### src/pkg/sio_pkg.sv
package sio_pkg;
  // Pin slots
  localparam int NPIN = 3;
  localparam int PIN_INH = 0;
  localparam int PIN_SON = 1;
  localparam int PIN_SOFF = 2;

  // Register map, one aligned word each
  localparam int ADDR_W = 8;
  localparam logic [ADDR_W-1:0] A_CMD = 8'h00;
  localparam logic [ADDR_W-1:0] A_CFG = 8'h04; // Pin i at A_CFG + 4*i
  localparam logic [ADDR_W-1:0] A_PWM = 8'h10; // Pin i at A_PWM + 4*i
  localparam logic [ADDR_W-1:0] A_STAT = 8'h1c;
  localparam logic [ADDR_W-1:0] A_TOP = 8'h20;

  // Command bits, write one to act
  localparam int CMD_ON = 0;
  localparam int CMD_OFF = 1;
  localparam int CMD_CLR = 2;

  // Pin modes
  localparam logic [2:0] MD_FUNC = 3'h0; // Level inhibit or coupled on/off
  localparam logic [2:0] MD_LATCH = 3'h1; // Latched shutdown, inhibit pin only
  localparam logic [2:0] MD_IN = 3'h2;
  localparam logic [2:0] MD_OUT = 3'h3;
  localparam logic [2:0] MD_PWM = 3'h4;

  typedef struct packed {
    logic val;
    logic inv;
    logic [2:0] mode;
  } sio_cfg_t;
  localparam int CFG_W = 5;
  localparam sio_cfg_t CFG_RST = '{val: 1'h0, inv: 1'h0, mode: MD_FUNC};

  typedef struct packed {
    logic [15:0] duty;
    logic [15:0] period;
  } sio_pwm_t;
  localparam sio_pwm_t PWM_RST = '{duty: 16'h0, period: 16'h0};

  typedef struct packed {
    logic [NPIN-1:0] o;
    logic [NPIN-1:0] oe;
  } sio_pins_t;

  typedef struct packed {
    logic prot;
    logic inhibit_active_indicator;
    logic act;
    logic en;
  } sio_stat_t;
  localparam int ST_IN_LSB = 4;

  // Pulse timing
  localparam int CLK_NS = 40;
  localparam int PULSE_MIN_NS = 30000;
  localparam int CW = 10;
  localparam logic [CW-1:0] PULSE_CYC = CW'((PULSE_MIN_NS + CLK_NS - 1) / CLK_NS);

  typedef enum logic [1:0] {
    OS_OFF = 2'h1,
    OS_ON = 2'h2
  } sio_out_t;

  localparam logic [1:0] RESP_OK = 2'h0;
  localparam logic [1:0] RESP_ERR = 2'h2;
endpackage

### src/core/sio_ctrl.sv
// Function
// - Level inhibit, true polarity: low pin zeroes output, enable stays On.
// - Unconnected inhibit pin reads high and has no effect at true polarity.
// - Level inhibit releases: output restored without operator action.
// - Inverted inhibit: high is the suppressing level.
// - Inhibit indicator set while suppressing, cleared when the inhibit releases.
// - Latched mode: valid pulse while On turns enable Off.
// - Pulses hold active level at least 30 us, both directions.
// - After latched shutdown output stays off until operator turns on.
// - Latched shutdown sets protection indicator until cleared; then turn-on allowed.
// - Latched mode: unconnected pin changes nothing.
// - Each pin has true or inverted polarity for all levels.
// - Output mode: logic 1 drives low, 0 high; inversion swaps.
// - Output mode may drive PWM from per-pin period and duty.
// - Input mode: sampled level readable after polarity.
// - Coupled on: operator Off-to-On emits one pulse.
// - Coupled on: received pulse while Off turns output On.
// - Coupled on: received pulse while On changes nothing.
// - Coupled on pin both receives and drives pulses.
// - Reset: coupled on true polarity, inhibit level true polarity.
// - Coupled off: operator On-to-Off emits one pulse.
// - Coupled off: received pulse while On turns output Off.
// - Coupled off: received pulse while Off changes nothing.
//
// The placing of the registers and the AXI4-Lite interface to the registers were decided locally.
`timescale 1ns/100ps
module sio_ctrl
  import sio_pkg::*;
(
  input wire logic aclk, // 25 MHz
  input wire logic aresetn, // Sync reset, active low
  input wire logic [ADDR_W-1:0] awaddr, // Write address
  input wire logic awvalid, // Write address valid
  output logic awready, // Write address ready
  input wire logic [31:0] wdata, // Write data
  input wire logic [3:0] wstrb, // Byte enables
  input wire logic wvalid, // Write data valid
  output logic wready, // Write data ready
  output logic [1:0] bresp, // Write response
  output logic bvalid, // Write response valid
  input wire logic bready, // Write response ready
  input wire logic [ADDR_W-1:0] araddr, // Read address
  input wire logic arvalid, // Read address valid
  output logic arready, // Read address ready
  output logic [31:0] rdata, // Read data
  output logic [1:0] rresp, // Read response
  output logic rvalid, // Read data valid
  input wire logic rready, // Read data ready
  input wire logic [NPIN-1:0] pin_in, // Pin levels seen
  output sio_pins_t pins, // Pin drive and enables
  output sio_stat_t stat // Enable, actual output, indicators
);

  sio_cfg_t cfg [NPIN];
  sio_pwm_t pwm [NPIN];
  logic [15:0] pwm_cnt [NPIN];
  logic [CW-1:0] act_cnt [NPIN];
  logic [CW-1:0] emit_cnt [NPIN];
  logic [NPIN-1:0] sync1, sync2, act, listen, pulse_ok;
  sio_out_t state, next_state;
  logic op_on, op_off, wr_fire, rd_fire, kill;
  logic cmd_on, cmd_off, cmd_clr;
  logic inh_lvl, inh_latch, son_md, soff_md, inh_hold;

  // Byte-lane merge for register writes
  function automatic logic [31:0] merge(input logic [31:0] old, input logic [31:0] nw,
                                        input logic [3:0] be);
    logic [31:0] r;
    r = old;
    for (int b = 0; b < 4; b++) begin
      if (be[b]) begin
        r[8*b +: 8] = nw[8*b +: 8];
      end
    end
    return r;
  endfunction

  function automatic logic mapped(input logic [ADDR_W-1:0] a);
    return a < A_TOP;
  endfunction

  // Word slot of an address within the map
  function automatic logic [2:0] slot(input logic [ADDR_W-1:0] a);
    return a[4:2];
  endfunction

  // Two flops per pin; reset to idle high like a floating pin
  always_ff @(posedge aclk) begin
    if (!aresetn) begin
      sync1 <= '1;
      sync2 <= '1;
    end else begin
      sync1 <= pin_in;
      sync2 <= sync1;
    end
  end

  // Active level per polarity; listening only in function modes and not while we drive
  always_comb begin
    for (int i = 0; i < NPIN; i++) begin
      act[i] = ~(sync2[i] ^ cfg[i].inv);
      listen[i] = (cfg[i].mode == MD_FUNC || (i == PIN_INH && cfg[i].mode == MD_LATCH))
                  && emit_cnt[i] == '0;
      pulse_ok[i] = listen[i] && !act[i] && act_cnt[i] == PULSE_CYC;
    end
  end

  // Active-phase width counters, saturating at the minimum
  always_ff @(posedge aclk) begin
    for (int i = 0; i < NPIN; i++) begin
      if (!aresetn || !listen[i] || !act[i]) begin
        act_cnt[i] <= '0;
      end else if (act_cnt[i] != PULSE_CYC) begin
        act_cnt[i] <= act_cnt[i] + CW'(1);
      end
    end
  end

  assign inh_lvl = cfg[PIN_INH].mode == MD_FUNC;
  assign inh_latch = cfg[PIN_INH].mode == MD_LATCH;
  assign son_md = cfg[PIN_SON].mode == MD_FUNC;
  assign soff_md = cfg[PIN_SOFF].mode == MD_FUNC;
  assign inh_hold = inh_lvl && act[PIN_INH];
  // Idle pin never qualifies, so no shutdown without a real pulse
  assign kill = (inh_latch && pulse_ok[PIN_INH])
              || (soff_md && pulse_ok[PIN_SOFF]);

  // Write channel: both halves taken together in one cycle
  assign wr_fire = awready && awvalid && wvalid;
  // Full address match, so an unmapped write that aliases the command slot does nothing
  assign cmd_on = wr_fire && awaddr == A_CMD && wstrb[0] && wdata[CMD_ON];
  assign cmd_off = wr_fire && awaddr == A_CMD && wstrb[0] && wdata[CMD_OFF];
  assign cmd_clr = wr_fire && awaddr == A_CMD && wstrb[0] && wdata[CMD_CLR];

  always_ff @(posedge aclk) begin
    if (!aresetn) begin
      awready <= 1'h0;
      wready <= 1'h0;
      bvalid <= 1'h0;
      bresp <= RESP_OK;
    end else begin
      awready <= !awready && awvalid && wvalid && !bvalid;
      wready <= !awready && awvalid && wvalid && !bvalid;
      if (wr_fire) begin
        bvalid <= 1'h1;
        bresp <= mapped(awaddr) ? RESP_OK : RESP_ERR;
      end else if (bready) begin
        bvalid <= 1'h0;
      end
    end
  end

  // Configuration and PWM settings
  always_ff @(posedge aclk) begin
    if (!aresetn) begin
      for (int i = 0; i < NPIN; i++) begin
        cfg[i] <= CFG_RST;
        pwm[i] <= PWM_RST;
      end
    end else if (wr_fire && mapped(awaddr)) begin
      for (int i = 0; i < NPIN; i++) begin
        if (slot(awaddr) == slot(A_CFG) + 3'(i)) begin
          cfg[i] <= CFG_W'(merge(32'(cfg[i]), wdata, wstrb));
        end
        if (slot(awaddr) == slot(A_PWM) + 3'(i)) begin
          pwm[i] <= merge(pwm[i], wdata, wstrb);
        end
      end
    end
  end

  // Read channel: one cycle to accept, one to answer
  assign rd_fire = arready && arvalid;

  always_ff @(posedge aclk) begin
    if (!aresetn) begin
      arready <= 1'h0;
      rvalid <= 1'h0;
      rresp <= RESP_OK;
      rdata <= 32'h0;
    end else begin
      arready <= !arready && arvalid && !rvalid;
      if (rd_fire) begin
        rvalid <= 1'h1;
        rresp <= mapped(araddr) ? RESP_OK : RESP_ERR;
        rdata <= 32'h0;
        for (int i = 0; i < NPIN; i++) begin
          if (slot(araddr) == slot(A_CFG) + 3'(i)) begin
            rdata <= 32'(cfg[i]);
          end
          if (slot(araddr) == slot(A_PWM) + 3'(i)) begin
            rdata <= pwm[i];
          end
        end
        if (slot(araddr) == slot(A_STAT)) begin
          rdata <= {25'h0, act, stat};
        end
        // Unmapped reads must not alias a register slot
        if (!mapped(araddr)) begin
          rdata <= 32'h0;
        end
      end else if (rready) begin
        rvalid <= 1'h0;
      end
    end
  end

  // Output-enable state; operator off is checked first so its pulse still goes out
  always_comb begin
    next_state = state;
    op_on = 1'h0;
    op_off = 1'h0;
    case (state)
      OS_OFF: begin // Coupled off pulses not looked at while Off
        if (cmd_on && !stat.prot) begin
          next_state = OS_ON;
          op_on = 1'h1;
        end else if (son_md && pulse_ok[PIN_SON] && !stat.prot) begin
          next_state = OS_ON;
        end
      end
      OS_ON: begin // Coupled on pulses not looked at while On
        if (cmd_off) begin
          next_state = OS_OFF;
          op_off = 1'h1;
        end else if (kill) begin
          next_state = OS_OFF;
        end
      end
      default: begin
        next_state = OS_OFF;
      end
    endcase
  end

  always_ff @(posedge aclk) begin
    if (!aresetn) begin
      state <= OS_OFF;
    end else begin
      state <= next_state;
    end
  end

  // Indicators; protection set wins over a clear in the same cycle
  always_ff @(posedge aclk) begin
    if (!aresetn) begin
      stat <= '{prot: 1'h0, inhibit_active_indicator: 1'h0, act: 1'h0, en: 1'h0};
    end else begin
      stat.en <= next_state == OS_ON;
      stat.act <= state == OS_ON && !inh_hold;
      stat.inhibit_active_indicator <= state == OS_ON && inh_hold;
      if (state == OS_ON && inh_latch && pulse_ok[PIN_INH]) begin
        stat.prot <= 1'h1;
      end else if (cmd_clr) begin
        stat.prot <= 1'h0;
      end
    end
  end

  // Outgoing pulse timers; only operator transitions emit, so coupled units never echo
  always_ff @(posedge aclk) begin
    for (int i = 0; i < NPIN; i++) begin
      if (!aresetn) begin
        emit_cnt[i] <= '0;
      end else if ((i == PIN_SON && op_on && son_md)
                   || (i == PIN_SOFF && op_off && soff_md)) begin
        emit_cnt[i] <= PULSE_CYC;
      end else if (emit_cnt[i] != '0) begin
        emit_cnt[i] <= emit_cnt[i] - CW'(1);
      end
    end
  end

  // PWM period counters
  always_ff @(posedge aclk) begin
    for (int i = 0; i < NPIN; i++) begin
      if (!aresetn || pwm[i].period == 16'h0 || pwm_cnt[i] >= pwm[i].period - 16'h1) begin
        pwm_cnt[i] <= 16'h0;
      end else begin
        pwm_cnt[i] <= pwm_cnt[i] + 16'h1;
      end
    end
  end

  // Pin drive; sync pins release the line when idle so the far end can pull it
  always_ff @(posedge aclk) begin
    if (!aresetn) begin
      pins <= '{o: '0, oe: '0};
    end else begin
      for (int i = 0; i < NPIN; i++) begin
        case (cfg[i].mode)
          MD_OUT: begin
            pins.oe[i] <= 1'h1;
            pins.o[i] <= ~(cfg[i].val ^ cfg[i].inv);
          end
          MD_PWM: begin
            pins.oe[i] <= 1'h1;
            pins.o[i] <= ~((pwm_cnt[i] < pwm[i].duty) ^ cfg[i].inv);
          end
          MD_FUNC: begin
            pins.oe[i] <= i != PIN_INH && emit_cnt[i] != '0;
            pins.o[i] <= cfg[i].inv;
          end
          default: begin
            pins.oe[i] <= 1'h0;
            pins.o[i] <= 1'h0;
          end
        endcase
      end
    end
  end

  logic [CW:0] son_run;
  always_ff @(posedge aclk) begin
    if (!aresetn || !pins.oe[PIN_SON]) begin
      son_run <= '0;
    end else if (son_run[CW] == 1'h0) begin
      son_run <= son_run + (CW+1)'(1);
    end
  end
endmodule

### config.mk
export PLATFORM = sky130hd
export DESIGN_NAME = sio_ctrl
export DESIGN_NICKNAME = d
export VERILOG_FILES = /design/src/pkg/sio_pkg.sv /design/src/core/sio_ctrl.sv
export SDC_FILE = /design/constraint.sdc
export NUM_CORES = 1
export LEC_CHECK = 0
export ABC_CLOCK_PERIOD_IN_PS = 4200
export CAP_MARGIN = 20
export CORE_AREA = 2 2 176 222
export DETAILED_ROUTE_END_ITERATION = 16
export DIE_AREA = 0 0 178 224
export DONT_BUFFER_PORTS = 1
export PLACE_DENSITY_LB_ADDON = 0.05
export SETUP_SLACK_MARGIN = 0.5
export SLEW_MARGIN = 30
export SYNTH_ARGS = -nofsm -noshare
export SYNTH_HDL_FRONTEND = slang
export SYNTH_SLANG_ARGS = --single-unit
export TNS_END_PERCENT = 100
### constraint.sdc
create_clock -name aclk -period 4.2 [get_ports aclk]
set_clock_uncertainty 0.2 [all_clocks]
set_input_delay 0.42 -clock aclk [delete_from_list [all_inputs] [get_ports aclk]]
set_output_delay 0.42 -clock aclk [all_outputs]
set_load 0.01 [all_outputs]
==> qor.txt <==
CLOCK TREE
--------------------------------------------------------------------------------------
Number of buffers created by CTS                                                    31
Skew-Pair Late Insertion Delay                                                  590 ps
Bufs on Longest Clock Path                                                           3
Root Buffer                                                               sky130_fd_sc_hd__clkbuf_16
Clk pin slew, worst setup/hold paths                                             60 ps
Deepest level of the CTS H-tree                                                      1
# clock sinks                                                                      275
Clock tree from TritonCTS                                                          yes

FINAL LAYOUT
--------------------------------------------------------------------------------------
Final core occ                                                                   45.8%
Ratio of cells with drive above 1 in the final layout                            8.38%
Multi-input gate area in the final layout                                     7370 um2
Total area of sequential cells                                                7220 um2
Most common cell after layout, fill and taps aside                        sky130_fd_sc_hd__edfxtp_1
Final standard cell count with taps included and fillers excluded                 2057
Filler Cell Count                                                                 3574
Number of nets in the final layout                                                1715
Synth-to-Final Area Change                                                       15.8%
Most frequent cells in the layout                                         sky130_fd_sc_hd__edfxtp_1 (171), sky130_fd_sc_hd__nor2_1 (148), sky130_fd_sc_hd__ha_1 (113)

YOSYS
--------------------------------------------------------------------------------------
Register bit total from synthesis                                                  275
Share of synthesized flip-flops with an asynchronous set or reset                   0%
Number of enable-type register cells in the synthesized netlist                    171
Post-Synthesis Cells                                                              1471
Post-Syn Area                                                                14900 um2
Commonest register cell after synthesis                                   sky130_fd_sc_hd__edfxtp_1
Number of distinct standard cells referenced by the synthesized netlist             71
Number of warning messages in the yosys log                                          0
Sequential element share of the synthesized area                                 48.3%
Synthesized area divided by synthesized cell count                            10.1 um2

ROUTING
--------------------------------------------------------------------------------------
First DRT Iteration DRCs                                                           725
Router iterations before antenna repair                                              5
Overall via count from detail_route                                              11004
Residual antenna-violating net count after detailed routing                          0
Detailed-route DRC error count                                                       0
Detailed-route wire length                                                    42400 um
Via count normalized by instance count                                            5.35
WL/cell                                                                        20.6 um

TIMING
--------------------------------------------------------------------------------------
Slew at the pin closest to its max-slew limit                                   889 ps
Setup repair after global routing missed its margin                               true
Max-slew headroom at the worst pin                                               40.5%
Final worst hold slack                                                         9.49 ps
Final setup violating endpoints                                                      0
Min Clock Period, post-route                                                   3550 ps
Smallest setup slack after layout                                               646 ps
Final period utilization                                                         84.6%
Total negative setup slack                                                        0 ps
Hold Vio Cnt, Final                                                                  0
Final-report max-slew violation count                                                0
Maximum operating frequency                                                  0.281 GHz

JOB
--------------------------------------------------------------------------------------
Max cap viols                                                                        0

SETUP PATH
--------------------------------------------------------------------------------------
CP required                                                                    4500 ps
Startpoint types                                                                  flop
Arrival @ worst endpoint                                                       3860 ps
Levels on crit path                                                                 13
Crit-path leading delay family                                            simple AND/OR/NAND/NOR gates
Buf+Inv Stages, Crit Path                                                            0
Maximum fanout along the worst path                                                  8
Cell with the largest stage delay on the worst path                       sky130_fd_sc_hd__or4_4
Type of element capturing the critical path                                       flop
R2R depth                                                                           13
Delay of the slowest cell on the worst path                                     540 ps
Cell chain of the critical path                                           or4_4 -> or3_4 -> nor3_4 -> nand2_1 -> or3_1 -> xor2_1 -> ha_1 -> nand4_1 -> nor2_2 -> nor3_4 -> o311a_4 -> nand2_1 -> a21oi_2
Type of the worst setup path                                                   reg2reg

DIE
--------------------------------------------------------------------------------------
Overall die area                                                             39900 um2
Io pins                                                                            113
Standard-cell row count                                                             80
Die outline width                                                               178 um
Effective utilization at floorplan                                               39.6%
Floorplan Core Area                                                          37700 um2
Die height                                                                      224 um

GLOBAL ROUTING
--------------------------------------------------------------------------------------
Gr ovfl total                                                                        0
First-pass GRT wire length                                                    64700 um
Antenna violations before repair                                                     1
Largest net degree at the start of global routing                                   44
Global router's overall resource usage                                           21.4%
Via count of the first global-routing pass                                       11050

POWER
--------------------------------------------------------------------------------------
Leakage dissipation                                                            6.70 nW
Maximum vdd drop                                                              0.332 mV
Power density over cell area                                                393 nW/um2

PLACEMENT
--------------------------------------------------------------------------------------
Number of cells after detailed placement                                          1942
Port buffer count                                                                    0
Placed wire-length estimate                                                   31600 um
Worst slack, placed                                                             481 ps
Global placer's final weighted congestion                                        0.892

WORST HOLD PATH
--------------------------------------------------------------------------------------
Type of the worst min-delay path                                                in2reg
Number of cells on the worst hold path                                               3

STATUS
--------------------------------------------------------------------------------------
Run status                                                                   completed

## repair_timing
item	in CTS	in global routing
gates resized for setup	9	31
hold endpoints to repair	148	16
gates cloned	2	0
endpoints found under the setup margin	22	48
hold buffers	47	1
pin swaps	2	2
buffers inserted	4	3
## registers in the layout (all words and copies together), names as in the netlist, 2 cells and up
register	flops
pins	6
act_cnt	30
rdata	32
sync2	3
cfg	15
emit_cnt	30
pwm	96
stat	4
pwm_cnt	48
state	2
sync1	3
## synthesized netlist by cell type (all sizes together) (3+ instances only)
cell | number | area, um2
a2111oi | 3 | 26.3
a211oi | 8 | 60.1
a21boi | 10 | 75.1
a21o | 15 | 114
a21oi | 68 | 340
a221oi | 4 | 35.0
a22oi | 27 | 203
a31oi | 5 | 31.3
and2 | 42 | 263
and3 | 18 | 113
and4 | 5 | 43.8
buf | 14 | 86.3
clkbuf | 31 | 116
dfxtp | 104 | 2080
edfxtp | 171 | 5130
ha | 113 | 1410
inv | 89 | 334
mux2 | 6 | 67.6
mux2i | 27 | 270
nand2 | 88 | 330
nand2b | 15 | 93.8
nand3 | 50 | 250
nand3b | 5 | 37.5
nand4 | 22 | 138
nand4b | 6 | 58.8
nor2 | 150 | 563
nor2b | 12 | 75.1
nor3 | 64 | 325
nor3b | 8 | 60.1
nor4 | 14 | 93.8
nor4b | 3 | 26.3
o21a | 10 | 75.1
o21ai | 59 | 295
o22ai | 19 | 119
o31ai | 3 | 22.5
or2 | 3 | 18.8
or3 | 18 | 113
or4 | 7 | 52.6
xnor2 | 81 | 709
xor2 | 50 | 438
## kinds of logic after synthesis
family | Yosys count | share of synthesized area, %
multiplexers | 33 | 2.26
AND/OR/NAND/NOR | 536 | 18.2
flip-flops | 275 | 48.3
AO/OA/AOI/OAI | 248 | 10.5
XOR/XNOR | 131 | 7.68
adder cells (fa/ha/maj) | 113 | 9.47
buffers and inverters | 134 | 3.60
other | 1 | 0.0251
## tightest hold or removal path, cell delays in order
cell and delay (ps):
sky130_fd_sc_hd__o21ai_0 100, sky130_fd_sc_hd__a22oi_1 170, sky130_fd_sc_hd__nor2_1 50
## power breakdown
part	internal [mW]	switching [mW]	leakage (nW)
registers	3.05	0.145	2.68
clock network	1.66	1.14	0.523
logic	0.350	0.443	3.49
total	5.06	1.73	6.70
## routing by layer
layer	up-vias	track usage (%)	wire, um
met5	-	0	0
met4	0	8.86	1740
met2	216	37.8	21300
met3	72	2.97	1680
met1	5253	25.9	17600
li1	5463	-	-
## final timing paths
kind / startpoint / endpoint / slack [ps]
setup / recovery: pwm[0][66]$_SDFFCE_PP0P_ / pwm_cnt[2][15]$_SDFF_PP0_ / 650
hold / removal: araddr[2] / rdata[14]$_SDFFE_PN0P_ / 9
setup reg to reg: pwm[0][66]$_SDFFCE_PP0P_ / pwm_cnt[2][15]$_SDFF_PP0_ / 650
hold reg to reg: rdata[4]$_SDFFE_PN0P_ / rdata[4]$_SDFFE_PN0P_ / 310
## final cells by class
type / instances / share of cell area, %
Inverter: 89 / 1.93
Sequential cell: 275 / 41.7
Multi-Input combinational cell: 1065 / 42.6
Timing Repair Buffer: 78 / 4.08
Clock buffer: 42 / 5.14
Tap cell: 492 / 3.56
Antenna cell: 1 / 0.0145
Clock inverter: 15 / 0.912
## through the flow
| step | instance area (um2) | total power, mW |
|---|---|---|
| global route | 17300 | 7.09 |
| floorplan | 14900 | 3.80 |
| CTS | 17100 | 6.86 |
| detailed placement | 15500 | 3.99 |
| global placement | 15500 | 3.99 |
| finish | 17300 | 6.79 |
(Power assumes the default switching activity.)
